<file path="config.mk">
export PLATFORM = sky130hd
export DESIGN_NAME = csc_seq_coord
export DESIGN_NICKNAME = d
export VERILOG_FILES = /design/src/csc_pkg.sv /design/src/csc_sync.sv /design/src/csc_seq_coord.sv
export SDC_FILE = /design/constraint.sdc
export NUM_CORES = 1
export LEC_CHECK = 0
export BUFFER_PORTS_ARGS = -buffer_cell sky130_fd_sc_hd__clkbuf_2
export CAP_MARGIN = 20
export CORE_MARGIN = 5
export CORE_UTILIZATION = 57
export CTS_BUF_LIST = sky130_fd_sc_hd__clkbuf_4
export DETAILED_ROUTE_END_ITERATION = 7
export PLACE_DENSITY = 0.85
export SLEW_MARGIN = 25
export SYNTH_ARGS = -nofsm -noshare
export SYNTH_HDL_FRONTEND = slang
export SYNTH_HIERARCHICAL = 1
export SYNTH_SLANG_ARGS = --single-unit
</file>
<file path="constraint.sdc">
create_clock -name mclk -period 2.75 [get_ports mclk]
set_input_delay 0.1375 -clock mclk [delete_from_list [all_inputs] [get_ports mclk]]
set_output_delay 0.1375 -clock mclk [all_outputs]
set_load 0.01 [all_outputs]
</file>
<file path="src/csc_pkg.sv">
// constants and types for the sequencer cascade coordinator
// Notes on behaviour
// idle fault line pin is monitored input
// own rail fault drives fault line low
// fault gone: release pin back to input
// line low from peer: run programmed response
// small variant: one fault line pin only
// slave powers on after master power good
// master drops power good when sequencing off
// slave fault: rails off, power good drops
// first device: returned good loss is undervoltage
// general input may replace monitor input
// ring only: all rails off together; the code turns them off one by one, last rail first
// rails depend on previous device power good
// upstream good loss raises undervoltage fault
// rails fully off output when all off
// downstream fully off gates sequencing off
// host disable: last device turns off first
// master shuts down after slaves fully off
// fault line gives no on/off ordering
// enabled general input low is a fault
// at most 14 restart attempts
// sync line, ignore own driven low
package csc_pkg;
   localparam int unsigned NRAIL = 4;
   localparam int unsigned NGPI  = 4;
   localparam int unsigned IDX_W = 2;
   localparam int unsigned CNT_W = 4;
   localparam int unsigned GAP_W = 10;

   localparam int unsigned CLK_PERIOD_NS  = 4;
   localparam int unsigned RESTART_GAP_NS = 2000;
   localparam logic [GAP_W-1:0] RESTART_GAP_CYC =
      GAP_W'((RESTART_GAP_NS + CLK_PERIOD_NS - 1) / CLK_PERIOD_NS);

   localparam logic [CNT_W-1:0] MAX_RESTARTS     = 4'hE;
   localparam logic [1:0]       RELEASE_MASK_CYC = 2'h3;

   localparam logic [CNT_W-1:0] RST_RESTARTS = 4'h0;
   localparam logic [NGPI-1:0]  RST_LINE     = 4'hF;
   localparam logic [IDX_W-1:0] LAST_RAIL    = IDX_W'(NRAIL - 1);

   typedef enum logic [3:0] {
      ST_OFF,
      ST_WAIT_DEP,
      ST_SEQ_ON,
      ST_ON,
      ST_WAIT_DOWN,
      ST_SEQ_OFF,
      ST_FAULT_OFF,
      ST_RESTART_GAP,
      ST_LOCKED
   } csc_state_e;

   typedef enum logic [1:0] {
      RESP_IGNORE,
      RESP_SHUTDOWN,
      RESP_RESTART_N,
      RESP_RESTART_CONT
   } csc_resp_e;
endpackage : csc_pkg

</file>
<file path="src/csc_sync.sv">
// two-flop synchroniser, one stage pair per bit
`timescale 1ns/1ps
`default_nettype none
module csc_sync #(
   parameter int unsigned W = 4
) (
   input  wire logic         mclk,
   input  wire logic         arst_n,
   input  wire logic [W-1:0] d,
   output logic      [W-1:0] q
);
   genvar i;
   generate
      for (i = 0; i < W; i++) begin : g_bit
         logic meta_q;
         logic sync_q;
         // idle line is pulled high, so reset to high
         always_ff @(posedge mclk or negedge arst_n) begin
            if (!arst_n) begin
               meta_q <= 1'b1;
               sync_q <= 1'b1;
            end else begin
               meta_q <= d[i];
               sync_q <= meta_q;
            end
         end
         assign q[i] = sync_q;
      end
   endgenerate
endmodule : csc_sync
`default_nettype wire

</file>
<file path="src/csc_seq_coord.sv">
// cascade coordination: fault line, power good chain and rails-off chain
`timescale 1ns/1ps
`default_nettype none
module csc_seq_coord (
   input  wire logic                         mclk,
   input  wire logic                         arst_n,
   input  wire logic                         power_en,
   input  wire logic                         is_master,
   input  wire logic                         ordered_off_en,
   input  wire logic                         small_variant,
   input  wire logic [csc_pkg::NGPI-1:0]     fline_sel,
   input  wire logic [csc_pkg::NGPI-1:0]     gpi_pin_i,
   output logic      [csc_pkg::NGPI-1:0]     gpi_pin_o,
   output logic      [csc_pkg::NGPI-1:0]     gpi_pin_oe,
   input  wire logic                         monitor_input,
   input  wire logic                         general_input_pin,
   input  wire logic                         dep_src_gpi,
   input  wire logic                         gpi_fault_en,
   input  wire logic                         downstream_off_in,
   input  wire csc_pkg::csc_resp_e           fault_resp,
   input  wire logic [csc_pkg::CNT_W-1:0]    restart_limit,
   input  wire logic [csc_pkg::NRAIL-1:0]    rail_fault,
   input  wire logic [csc_pkg::NRAIL-1:0]    rail_pg,
   input  wire logic [csc_pkg::NRAIL-1:0]    rail_off,
   output logic      [csc_pkg::NRAIL-1:0]    rail_en,
   output logic                              pg_logic_output_pin,
   output logic                              off_logic_output_pin,
   output logic                              undervoltage_fault,
   output logic                              fault_seen,
   output logic                              restarts_exhausted
);
   csc_pkg::csc_state_e             state_q;
   logic [csc_pkg::IDX_W-1:0]       idx_q;
   logic [csc_pkg::NRAIL-1:0]       rail_en_q;
   logic [csc_pkg::NGPI-1:0]        oe_q;
   logic [csc_pkg::NGPI-1:0]        line_sync;
   logic [csc_pkg::NGPI-1:0]        fline_low;
   logic [csc_pkg::NGPI-1:0]        fline_eff;
   logic [1:0]                      mask_cnt_q;
   logic [csc_pkg::CNT_W-1:0]       restart_cnt_q;
   logic [csc_pkg::CNT_W-1:0]       limit_eff;
   logic [csc_pkg::GAP_W-1:0]       gap_cnt_q;
   logic                            drive_q;
   logic                            drive_d;
   logic                            own_busy;
   logic                            line_low;
   logic                            peer_fault;
   logic                            dep_pg;
   logic                            armed_q;
   logic                            active;
   logic                            uv_d;
   logic                            gpi_fault;
   logic                            local_fault;
   logic                            any_fault;
   logic                            respond;
   logic                            leave_on;
   logic                            pg_q;
   logic                            off_q;
   logic                            uv_q;
   logic                            fault_seen_q;
   logic                            exhausted_q;

   // fault line pins pass the synchroniser before anything reads them
   // line synchroniser
   csc_sync #(
      .W (csc_pkg::NGPI)
   ) u_line_sync (
      .mclk   (mclk),
      .arst_n (arst_n),
      .d      (gpi_pin_i),
      .q      (line_sync)
   );

   // lowest selected pin only
   assign fline_low = fline_sel & (~fline_sel + {{(csc_pkg::NGPI-1){1'b0}}, 1'b1});
   assign fline_eff = small_variant ? fline_low : fline_sel;

   // dependency source select
   assign dep_pg = dep_src_gpi ? general_input_pin : monitor_input;

   assign active = (state_q == csc_pkg::ST_SEQ_ON) || (state_q == csc_pkg::ST_ON) ||
                   (state_q == csc_pkg::ST_WAIT_DOWN);

   // slave watches upstream good
   // master watches returned good once armed
   always_comb begin
      uv_d = 1'b0;
      if (is_master) begin
         uv_d = armed_q && (state_q == csc_pkg::ST_ON) && !dep_pg;
      end else begin
         uv_d = active && !dep_pg;
      end
   end

   // general input low is a fault
   // same path serves returned good
   assign gpi_fault = gpi_fault_en && !general_input_pin && active;

   assign local_fault = (|rail_fault) || uv_d || gpi_fault;

   // drive low while own fault stands
   assign drive_d = (|fline_eff) && local_fault;

   // released line reads low a few cycles more through the synchroniser
   // mask own driven low
   assign own_busy   = drive_q || (mask_cnt_q != 2'h0);
   assign line_low   = |(fline_eff & ~line_sync);
   assign peer_fault = line_low && !own_busy;

   assign any_fault = local_fault || peer_fault;

   // common response to any fault
   // fault only, no ordering from line
   assign respond = any_fault && (fault_resp != csc_pkg::RESP_IGNORE) &&
                    (active || (state_q == csc_pkg::ST_SEQ_OFF));

   // ring only: straight to sequencing off
   // wait for downstream fully off
   assign leave_on = (state_q == csc_pkg::ST_ON) && !power_en &&
                     !(ordered_off_en && !downstream_off_in);

   // clamp restart count
   assign limit_eff = (restart_limit > csc_pkg::MAX_RESTARTS) ? csc_pkg::MAX_RESTARTS
                                                             : restart_limit;

   always_ff @(posedge mclk or negedge arst_n) begin
      if (!arst_n) begin
         drive_q <= 1'b0;
         oe_q    <= '0;
      end else begin
         // input while no own fault
         // release once cleared
         drive_q <= drive_d;
         oe_q    <= fline_eff & {csc_pkg::NGPI{drive_d}};
      end
   end

   always_ff @(posedge mclk or negedge arst_n) begin
      if (!arst_n) begin
         mask_cnt_q <= 2'h0;
      end else if (drive_q) begin
         mask_cnt_q <= csc_pkg::RELEASE_MASK_CYC;
      end else if (mask_cnt_q != 2'h0) begin
         mask_cnt_q <= mask_cnt_q - 2'h1;
      end
   end

   // master arms only after the ring returned good once
   always_ff @(posedge mclk or negedge arst_n) begin
      if (!arst_n) begin
         armed_q <= 1'b0;
      end else if (state_q != csc_pkg::ST_ON) begin
         armed_q <= 1'b0;
      end else if (dep_pg) begin
         armed_q <= 1'b1;
      end
   end

   always_ff @(posedge mclk or negedge arst_n) begin
      if (!arst_n) begin
         state_q <= csc_pkg::ST_OFF;
         idx_q   <= '0;
      end else begin
         unique case (state_q)
            csc_pkg::ST_OFF: begin
               if (power_en && !any_fault) begin
                  state_q <= csc_pkg::ST_WAIT_DEP;
               end
            end
            csc_pkg::ST_WAIT_DEP: begin
               if (!power_en) begin
                  state_q <= csc_pkg::ST_OFF;
               // slave waits for master good
               end else if (is_master || dep_pg) begin
                  state_q <= csc_pkg::ST_SEQ_ON;
                  idx_q   <= '0;
               end
            end
            csc_pkg::ST_SEQ_ON: begin
               if (respond) begin
                  state_q <= csc_pkg::ST_FAULT_OFF;
               end else if (!power_en) begin
                  state_q <= csc_pkg::ST_SEQ_OFF;
               end else if (rail_pg[idx_q]) begin
                  if (idx_q == csc_pkg::LAST_RAIL) begin
                     state_q <= csc_pkg::ST_ON;
                  end else begin
                     idx_q <= idx_q + 2'h1;
                  end
               end
            end
            csc_pkg::ST_ON: begin
               idx_q <= csc_pkg::LAST_RAIL;
               if (respond) begin
                  state_q <= csc_pkg::ST_FAULT_OFF;
               end else if (leave_on) begin
                  state_q <= csc_pkg::ST_SEQ_OFF;
               end else if (!power_en) begin
                  state_q <= csc_pkg::ST_WAIT_DOWN;
               end
            end
            // hold own rails until slaves off
            // last device has no wait, goes first
            csc_pkg::ST_WAIT_DOWN: begin
               if (respond) begin
                  state_q <= csc_pkg::ST_FAULT_OFF;
               end else if (downstream_off_in) begin
                  state_q <= csc_pkg::ST_SEQ_OFF;
               end
            end
            csc_pkg::ST_SEQ_OFF: begin
               if (respond) begin
                  state_q <= csc_pkg::ST_FAULT_OFF;
               end else if (rail_off[idx_q]) begin
                  if (idx_q == '0) begin
                     state_q <= csc_pkg::ST_OFF;
                  end else begin
                     idx_q <= idx_q - 2'h1;
                  end
               end
            end
            csc_pkg::ST_FAULT_OFF: begin
               if (!any_fault && (&rail_off)) begin
                  unique case (fault_resp)
                     csc_pkg::RESP_RESTART_N: begin
                        if (restart_cnt_q < limit_eff) begin
                           state_q <= csc_pkg::ST_RESTART_GAP;
                        end else begin
                           state_q <= csc_pkg::ST_LOCKED;
                        end
                     end
                     csc_pkg::RESP_RESTART_CONT: begin
                        state_q <= csc_pkg::ST_RESTART_GAP;
                     end
                     default: begin
                        state_q <= csc_pkg::ST_LOCKED;
                     end
                  endcase
               end
            end
            csc_pkg::ST_RESTART_GAP: begin
               if (any_fault) begin
                  state_q <= csc_pkg::ST_FAULT_OFF;
               end else if (!power_en) begin
                  state_q <= csc_pkg::ST_OFF;
               end else if (gap_cnt_q == csc_pkg::RESTART_GAP_CYC) begin
                  state_q <= csc_pkg::ST_WAIT_DEP;
               end
            end
            csc_pkg::ST_LOCKED: begin
               // a latched-off device only comes back through a host cycle
               if (!power_en) begin
                  state_q <= csc_pkg::ST_OFF;
               end
            end
            default: begin
               state_q <= csc_pkg::ST_OFF;
            end
         endcase
      end
   end

   always_ff @(posedge mclk or negedge arst_n) begin
      if (!arst_n) begin
         gap_cnt_q <= '0;
      end else if (state_q == csc_pkg::ST_RESTART_GAP) begin
         gap_cnt_q <= gap_cnt_q + 10'h001;
      end else begin
         gap_cnt_q <= '0;
      end
   end

   // count restart attempts
   always_ff @(posedge mclk or negedge arst_n) begin
      if (!arst_n) begin
         restart_cnt_q <= csc_pkg::RST_RESTARTS;
         exhausted_q   <= 1'b0;
      end else if (state_q == csc_pkg::ST_OFF || state_q == csc_pkg::ST_ON) begin
         restart_cnt_q <= csc_pkg::RST_RESTARTS;
         exhausted_q   <= 1'b0;
      end else if (state_q == csc_pkg::ST_FAULT_OFF && !any_fault && (&rail_off) &&
                   fault_resp == csc_pkg::RESP_RESTART_N) begin
         if (restart_cnt_q < limit_eff) begin
            restart_cnt_q <= restart_cnt_q + 4'h1;
         end else begin
            exhausted_q <= 1'b1;
         end
      end
   end

   always_ff @(posedge mclk or negedge arst_n) begin
      if (!arst_n) begin
         rail_en_q <= '0;
      end else if (respond) begin
         // all own rails off at once
         rail_en_q <= '0;
      end else begin
         unique case (state_q)
            csc_pkg::ST_SEQ_ON:    rail_en_q[idx_q] <= 1'b1;
            csc_pkg::ST_SEQ_OFF:   rail_en_q[idx_q] <= 1'b0;
            csc_pkg::ST_ON,
            csc_pkg::ST_WAIT_DOWN: rail_en_q <= rail_en_q;
            default:               rail_en_q <= '0;
         endcase
      end
   end

   // good drops as soon as off begins
   // good drops on own fault
   always_ff @(posedge mclk or negedge arst_n) begin
      if (!arst_n) begin
         pg_q <= 1'b0;
      end else begin
         pg_q <= (&rail_pg) && !respond &&
                 (((state_q == csc_pkg::ST_ON) && !leave_on) ||
                  ((state_q == csc_pkg::ST_WAIT_DOWN) && !downstream_off_in));
      end
   end

   // fully off only when every rail is off
   always_ff @(posedge mclk or negedge arst_n) begin
      if (!arst_n) begin
         off_q <= 1'b0;
      end else begin
         off_q <= !(|rail_en_q) && (&rail_off);
      end
   end

   always_ff @(posedge mclk or negedge arst_n) begin
      if (!arst_n) begin
         uv_q         <= 1'b0;
         fault_seen_q <= 1'b0;
      end else begin
         uv_q         <= uv_d;
         fault_seen_q <= any_fault;
      end
   end

   assign gpi_pin_oe           = oe_q;
   // pin only ever drives low, so its data is tied low
   assign gpi_pin_o            = '0;
   assign rail_en              = rail_en_q;
   assign pg_logic_output_pin  = pg_q;
   assign off_logic_output_pin = off_q;
   assign undervoltage_fault   = uv_q;
   assign fault_seen           = fault_seen_q;
   assign restarts_exhausted   = exhausted_q;

   chk_idle_input: assert property (@(posedge mclk) disable iff (!arst_n)
      !local_fault |=> (gpi_pin_oe == '0))
      else $error("fault pin driven without own fault");

   chk_fault_drive: assert property (@(posedge mclk) disable iff (!arst_n)
      ((|fline_eff) && local_fault) |=> (gpi_pin_oe == $past(fline_eff)))
      else $error("fault pin not driven on own fault");

   chk_pin_release: assert property (@(posedge mclk) disable iff (!arst_n)
      $fell(drive_q) |-> (gpi_pin_oe == '0) ##1 (mask_cnt_q == 2'h2))
      else $error("fault pin not released or mask wrong");

   chk_peer_response: assert property (@(posedge mclk) disable iff (!arst_n)
      (peer_fault && state_q == csc_pkg::ST_ON && fault_resp != csc_pkg::RESP_IGNORE)
      |=> (state_q == csc_pkg::ST_FAULT_OFF) && (rail_en == '0))
      else $error("peer fault not answered");

   chk_single_pin: assert property (@(posedge mclk) disable iff (!arst_n)
      small_variant |=> ($countones(gpi_pin_oe) <= 1))
      else $error("more than one fault pin on small variant");

   chk_slave_wait: assert property (@(posedge mclk) disable iff (!arst_n)
      (state_q == csc_pkg::ST_WAIT_DEP && !is_master && !dep_pg)
      |=> (state_q != csc_pkg::ST_SEQ_ON))
      else $error("slave started before master good");

   chk_pg_drop: assert property (@(posedge mclk) disable iff (!arst_n)
      leave_on |=> !pg_logic_output_pin ##1 (state_q != csc_pkg::ST_ON))
      else $error("power good held while sequencing off");

   chk_fault_off: assert property (@(posedge mclk) disable iff (!arst_n)
      (state_q == csc_pkg::ST_FAULT_OFF) |-> (rail_en == '0) && !pg_logic_output_pin)
      else $error("rails or good left on in fault");

   chk_off_flag: assert property (@(posedge mclk) disable iff (!arst_n)
      off_logic_output_pin |-> ($past(rail_en_q) == '0) && $past(&rail_off))
      else $error("fully off asserted with a rail on");

   chk_wait_slaves: assert property (@(posedge mclk) disable iff (!arst_n)
      (state_q == csc_pkg::ST_WAIT_DOWN && !downstream_off_in)
      |=> (state_q inside {csc_pkg::ST_WAIT_DOWN, csc_pkg::ST_FAULT_OFF}))
      else $error("sequenced off before downstream off");

   chk_restart_cap: assert property (@(posedge mclk) disable iff (!arst_n)
      restart_cnt_q <= csc_pkg::MAX_RESTARTS)
      else $error("restart count above limit");

   chk_own_mask: assert property (@(posedge mclk) disable iff (!arst_n)
      $fell(drive_q) |-> !peer_fault [*3])
      else $error("own released drive seen as peer fault");
endmodule : csc_seq_coord
`default_nettype wire

</file>
## After elaboration in Yosys (flattened, before gate mapping)

Cells that the tools add are included.

- Bitwise gates (word level): 8
- Multiply operators: 0
- Divide/modulo/power cells: 0
- Add/subtract/negate cells: 6
- Eq/ne operators: 35
- Reductions and logical operators: 63
- Shifts and indexed selects: 0
- Multiplexer cells: 56
- Order comparisons: 4

Operators with widths:

| cell | count |
|---|---|
| $mux W4 | 27 |
| $pmux W4 S9 | 1 |
| $logic_and A1 B1 Y1 | 23 |
| $mux W2 | 11 |
| $ne A2 B2 Y1 const B | 11 |
| $and A4 B4 Y4 | 4 |
| $eq A4 B3 Y1 const B | 4 |
| $reduce_or A4 Y1 | 4 |
| $not A4 Y4 | 3 |
| $pmux W4 S3 | 1 |
| $reduce_bool A2 Y1 | 6 |
| $reduce_and A11 Y1 | 1 |
| $add A10 B1 Y10 const B | 1 |
| $eq A10 B9 Y1 const B | 1 |
| $logic_not A1 Y1 | 10 |
| $logic_or A1 B1 Y1 | 10 |
| $mux W1 | 10 |
| $mux W10 | 1 |
| $reduce_and A10 Y1 | 1 |
| $add A4 B1 Y4 const B | 2 |
| $eq A4 B2 Y1 const B | 2 |
| $ne A4 B3 Y1 const B | 2 |
| $ne A4 B4 Y1 const B | 2 |
| $pmux W2 S4 | 1 |
| other kinds (23) | 33 |

- Input bits: 37
- Flip-flop bits (word level): 45
- Memories kept: 0
- Memory bits (writable): 0
- Latch bits: 0
- ROM bits: 0

## Depth between registers and ports, before layout

- Depth in word-level cells: 14
- Depth in mapped cells: 9
- Mapped depth without buffers: 9

## By module

Netlist, hierarchy kept.

Modules (own cells, without submodules):

| module | sequential area each (µm²) | instances | area each (µm²) | cells each |
|---|---|---|---|---|
| csc_seq_coord | 925.9 | 1 | 2452.4 | 274 |
| csc_sync | 210.2 | 1 | 240.2 | 12 |

## Worst setup path after synthesis

No wires, ideal clock.

- Path type: reg2reg
- Start: register state_q[2]
- End: register state_q[0]
- Path buffers: 1
- Arrival time: 1938 ps
- Required time: 2625 ps
- Period minus slack after synthesis: 2063 ps
- Library setup time: 125 ps
- Path slack: 687 ps
- Stages on the path, launching flop included: 10
- Path through: dfrtp_1 -> buf_6 -> nor4b_4 -> nor2_2 -> o21ai_2 -> nor3_2 -> inv_2 -> mux2i_1 -> and3_4 -> mux2_4

- Cells in the longest elaborated chain, start to end: 12
- Elaborated cells on any way between the ends: 46
- Those cells by class: eq/ne (19); mux (8); reduce/logical (19)

Ends and longest elaborated chain:

| item | line | text |
|---|---|---|
| from (decl) | csc_seq_coord.sv:32 | `csc_pkg::csc_state_e state_q;` |
| from (signal assigned) | csc_seq_coord.sv:161 | `state_q <= csc_pkg::ST_OFF;` |
| from (signal assigned) | csc_seq_coord.sv:167 | `state_q <= csc_pkg::ST_WAIT_DEP;` |
| from (signal assigned) | csc_seq_coord.sv:172 | `state_q <= csc_pkg::ST_OFF;` |
| $eq A4 B2 Y1, on equally long branches | csc_seq_coord.sv:81, csc_seq_coord.sv:89 |  |
| $logic_or A1 B1 Y1 (2 in a row) | csc_seq_coord.sv:81 | `assign active = (state_q == csc_pkg::ST_SEQ_ON) \|\| (state_q == csc_pkg::ST_ON) \|\|` |
| $logic_and A1 B1 Y1 | csc_seq_coord.sv:91 | `uv_d = active && !dep_pg;` |
| $mux W1 | csc_seq_coord.sv:88 | `if (is_master) begin` |
| $logic_or A1 B1 Y1 | csc_seq_coord.sv:99 | `assign local_fault = (\|rail_fault) \|\| uv_d \|\| gpi_fault;` |
| $logic_or A1 B1 Y1 * | csc_seq_coord.sv:99 |  |
| $logic_or A1 B1 Y1 * | csc_seq_coord.sv:110 | `assign any_fault = local_fault \|\| peer_fault;` |
| via any_fault | csc_seq_coord.sv:54 | `logic any_fault;` |
| $logic_and A1 B1 Y1 / $logic_not A1 Y1 (equally long branches) | csc_seq_coord.sv:114, csc_seq_coord.sv:166, csc_seq_coord.sv:223 |  |
| $logic_and A1 B1 Y1, on equally long branches | csc_seq_coord.sv:114, csc_seq_coord.sv:166, csc_seq_coord.sv:223 |  |
| $ne A4 B3 Y1 (no line), or another cell as far along | - |  |
| $reduce_and A11 Y1 (no line) / $pmux W4 S9 (equally long branches) | - |  |

The timed path passes the listed nets; every way through them passes the cells marked *.
A chain may end at the register's enable or synchronous reset.

## Worst setup path in the final report

- Start: register state_q[2]
- End: register state_q[1]

- Cells in the longest elaborated chain, start to end: 12
- Elaborated cells on any way between the ends: 46
- Those cells by class: eq/ne (19); mux (8); reduce/logical (19)

Ends and longest elaborated chain:

| item | line | text |
|---|---|---|
| $eq A4 B2 Y1, on equally long branches | csc_seq_coord.sv:81, csc_seq_coord.sv:89 |  |
| $logic_or A1 B1 Y1 (2 in a row) | csc_seq_coord.sv:81 |  |
| $logic_and A1 B1 Y1 | csc_seq_coord.sv:91 |  |
| $mux W1 * | csc_seq_coord.sv:88 |  |
| via uv_d | csc_seq_coord.sv:51 | `logic uv_d;` |
| $logic_or A1 B1 Y1 * (2 in a row) | csc_seq_coord.sv:99 |  |
| $logic_or A1 B1 Y1 * | csc_seq_coord.sv:110 |  |
| via any_fault | csc_seq_coord.sv:54 |  |
| $logic_and A1 B1 Y1 / $logic_not A1 Y1 (equally long branches) | csc_seq_coord.sv:114, csc_seq_coord.sv:166, csc_seq_coord.sv:223 |  |
| $logic_and A1 B1 Y1, on equally long branches | csc_seq_coord.sv:114, csc_seq_coord.sv:166, csc_seq_coord.sv:223 |  |
| $ne A4 B3 Y1 (no line), or another cell as far along | - |  |
| $reduce_and A11 Y1 (no line) / $pmux W4 S9 (equally long branches) | - |  |

Marked as above.

==> flow_metrics.py <==
metrics = {
    "timing": {
        "maxSlewHeadroom_pct": 63.54,
        "tightest_slew_ns": 0.5419,
        "finalWorstSetupSlack_ns": 0.2278,
        "layout_min_cycle_time_ns": 2.522,
        "setup_viol": 0,
        "finalCritPeriodShare_pct": 91.72,
        "slew_violations": 0,
        "fin_skew_ns": 0.02070,
        "final.setup.tns_ns": 0,
        "hold_viol_final": 0,
        "fmax_ghz": 0.3965,
        "rsz0062_at_grt": "false",
    },
    "clock_network": {
        "path_clk_slew_ns": 0.15,
        "cts_buffers": 5,
        "clockBufferDepth": 2,
        "post_cts_buffers": 0,
        "root_buffer": "clkbuf_4",
        "cts_tree": "done",
        "cts_max_level": 2,
        "clock_latency_ns": 0.38,
        "clkSinkCount": 45,
    },
    "cells_and_area": {
        "fin_area_mm2": 0.003088,
        "nNetsFinal": 384,
        "drive_above_1_share_pct": 27.57,
        "area_growth_pct": 14.68,
        "nFillCells": 360,
        "regArea_mm2": 0.001137,
        "antenna_cells": 0,
        "layout.cells.non_filler": 395,
        "multi_input_area_mm2": 0.001389,
    },
    "placement": {
        "pre_cts_slack_ns": 0.1148,
        "gp_congestion": 0.9340,
        "io_buffers": 49,
        "dp_hpwl_mm": 4.665,
        "place_area_mm2": 0.002948,
        "placed_cells": 380,
    },
    "job": {
        "cap_violations": 0,
    },
    "power": {
        "switching_power_mw": 1.037,
        "switching_share_pct": 42.31,
        "internal_power_mw": 1.415,
        "p_total_mw": 2.452,
        "pwr-share-seq_pct": 37.8,
        "p_clk_share_pct": 13.7,
        "irDropWorstVdd_mv": 0.3839,
        "powerDensity_mw_per_mm2": 794.0,
        "p_leak_nw": 1.433,
        "comb_power_share_pct": 48.4,
    },
    "floorplan": {
        "fp.dieW_um": 78.73,
        "die_area_mm2": 0.006198,
        "coreArea_mm2": 0.004661,
        "initial_core_util_pct": 57.77,
        "rows": 25,
        "pin_count": 54,
        "fp.dieH_um": 78.73,
    },
    "critical_path": {
        "r2r-end": "state_q[1]$_DFFE_PN0P_",
        "reg2reg_depth": 8,
        "crit_fanout": 13,
        "startpoint": "state_q[2]$_DFFE_PN0P_",
        "cp-start-kind": "register",
        "endpoint": "state_q[1]$_DFFE_PN0P_",
        "crit_arrival_ns": 2.79,
        "cp-end-kind": "register",
        "rr_startpoint": "state_q[2]$_DFFE_PN0P_",
        "reg2reg_slack_ns": 0.23,
        "critical_path_required_ns": 3.01,
        "critPathKind": "reg -> reg",
    },
    "synth": {
        "synth_edf_count": 0,
        "synth_seq_cells": 45,
        "yosysUniqueCellTypes": 67,
        "ys_seq_area_share_pct": 42.19,
        "yosys_warnings": 6,
        "avgSynthCellArea_um2": 9.415,
        "syn-cell-area_mm2": 0.002693,
        "synthCells": 286,
        "synthArstFlopShare_pct": 100.0,
        "synthFlopType": "dfrtp_1",
    },
    "grt": {
        "antenna_found_initial": 0,
        "grt_usage_pct": 21.30,
        "grt_pass1_wl_mm": 10.50,
        "grt_pass1_vias": 2288,
        "grt_max_degree": 26,
        "overflow": 0,
    },
    "detailed_routing": {
        "routed_wirelength_mm": 6.113,
        "ant_nets": 0,
        "dr.pass1.iters": 4,
        "dr.first_iter.drc_count": 140,
        "via_count": 2291,
        "wl_per_cell_um": 15.48,
        "drc": 0,
        "post_drt_via_cell_ratio": 5.800,
    },
    "min_path": {
        "hp-class": "in -> reg",
    },
    "status": {
        "run_status": "finished clean",
    },
}
-- kinds of logic (layout without fill, tap and decap cells) --
| kind of cell | Yosys count | count (layout) | share of synthesized area [%] |
|---|---|---|---|
| and+or+nand+nor | 120 | 120 | 24.02 |
| AOI/OAI and AO/OA | 57 | 57 | 14.96 |
| DFF | 45 | 45 | 42.19 |
| buffers and inverters | 36 | 88 | 6.877 |
| muxes | 10 | 10 | 5.204 |
| xor gates and xnor gates | 9 | 9 | 2.927 |
| adders and majority gates | 8 | 8 | 3.671 |
| other | 1 | 4 | 0.1393 |
-- worst min path at each step --
stage,from,end,slack (ns),cells after the start
2_1_floorplan,arst_n,armed_q$_DFFE_PN0P_,-0.16,0
3_3_place_gp,arst_n,gpi_pin_oe[1]$_DFF_PN0_,0.13,1
4_1_cts,fline_sel[2],gpi_pin_oe[2]$_DFF_PN0_,0.005,3
3_5_place_dp,arst_n,gpi_pin_oe[0]$_DFF_PN0_,0.13,1
5_1_grt,rail_pg[2],pg_logic_output_pin$_DFF_PN0_,0.02,3
6_report,rail_pg[1],pg_logic_output_pin$_DFF_PN0_,0.008,3
-- cell usage after synthesis (2+ instances only) --
cell type,number,area (um^2)
nor4b_1,2,17.52
a21boi_0,3,22.52
o211ai_1,2,15.01
a22oi_1,4,30.03
dfstp_2,8,210.2
mux2_4,3,45.04
inv_1,16,60.06
nand2_1,18,67.56
or2_2,2,12.51
nand2b_1,9,56.30
or3_1,5,31.28
nand3_1,12,60.06
buf_2,3,15.01
and2_1,2,12.51
nor2_1,36,135.1
a21oi_1,13,65.06
nand3b_1,3,22.52
o21ai_0,15,75.07
nor2b_1,3,18.77
xnor2_1,4,35.03
mux4_2,2,45.04
nor4_1,3,18.77
mux2i_1,5,50.05
dfrtp_1,37,925.9
buf_4,10,75.07
a31oi_1,2,12.51
clkbuf_1,3,11.26
nor3_1,7,35.03
nand4_1,6,37.54
xor2_1,5,43.79
ha_1,7,87.58
-- power by group through the flow --
| stage | clock network [mW] | registers [mW] | logic (mW) |
|---|---|---|---|
| 3_3_place_gp | 0 | 0.929 | 1.11 |
| 3_5_place_dp | 0 | 0.936 | 1.15 |
| 2_1_floorplan | 0 | 0.821 | 0.982 |
| 6_report | 0.337 | 0.928 | 1.19 |
| 5_1_grt | 0.367 | 0.948 | 1.29 |
| 4_1_cts | 0.344 | 0.923 | 1.17 |
-- flip-flops by register name (all words and copies together) (netlist names) --
name                      cells
state_q                       4
restart_cnt_q                 4
drive_q                       1
u_line_sync/g_bit.sync_q      4
pg_logic_output_pin           1
fault_seen                    1
undervoltage_fault            1
mask_cnt_q                    2
restarts_exhausted            1
gap_cnt_q                    10
idx_q                         2
armed_q                       1
gpi_pin_oe                    4
off_logic_output_pin          1
u_line_sync/g_bit.meta_q      4
rail_en                       4
-- layer usage --
metal	wire, um	track usage [%]	up-vias
li1	-	-	1108
met1	2511	27.51	1075
met2	3083	36.42	91
met3	379	3.855	17
met4	140	6.469	0
met5	0	0	-
-- area by class of cell --
class / count / share of cell area, %
Multi-Input combinational cell: 208 / 44.98
Timing Repair Buffer: 63 / 11.91
Clock buffer: 5 / 1.216
Clock inverter: 3 / 0.8104
Inverter: 17 / 2.066
Sequential cell: 45 / 36.83
Tap cell: 54 / 2.188
-- worst max-delay path, cell delays in order (launching register included) --
cell	delay, ns
dfrtp_1	0.63
nand2b_1	0.10
o32a_2	0.34
nor2_1	0.28
nor3_4	0.12
inv_2	0.12
mux2i_1	0.25
and3_4	0.26
mux2_4	0.31
-- repair_timing --
action / in CTS / in global routing
gates resized for setup: 0 / 2
setup endpoints to repair: 0 / 3
endpoints found under the hold margin: 26 / 0
hold buffers: 7 / 0
-- cells in the final DEF, fill, tap and decap left out, types with 7 or more instances in the layout --
master / n
a21oi_1: 13
buf_4: 7
clkbuf_2: 49
dfrtp_1: 36
dfstp_2: 8
dlygate4sd3_1: 7
ha_1: 7
inv_1: 16
nand2_1: 18
nand2b_1: 9
nand3_1: 12
nor2_1: 36
nor3_1: 7
o21ai_0: 15
-- per-stage QoR --
stage | hold WS (ns) | utilization, %
after floorplan | -0.1581 | -
after global placement | 0.1271 | 63.25
after detailed placement | 0.1278 | 63.25
after CTS | 0.004778 | 66.09
after global routing | 0.01702 | 66.26
final | 0.007721 | 66.26
No activity file was read; power rests on OpenSTA's default activity.
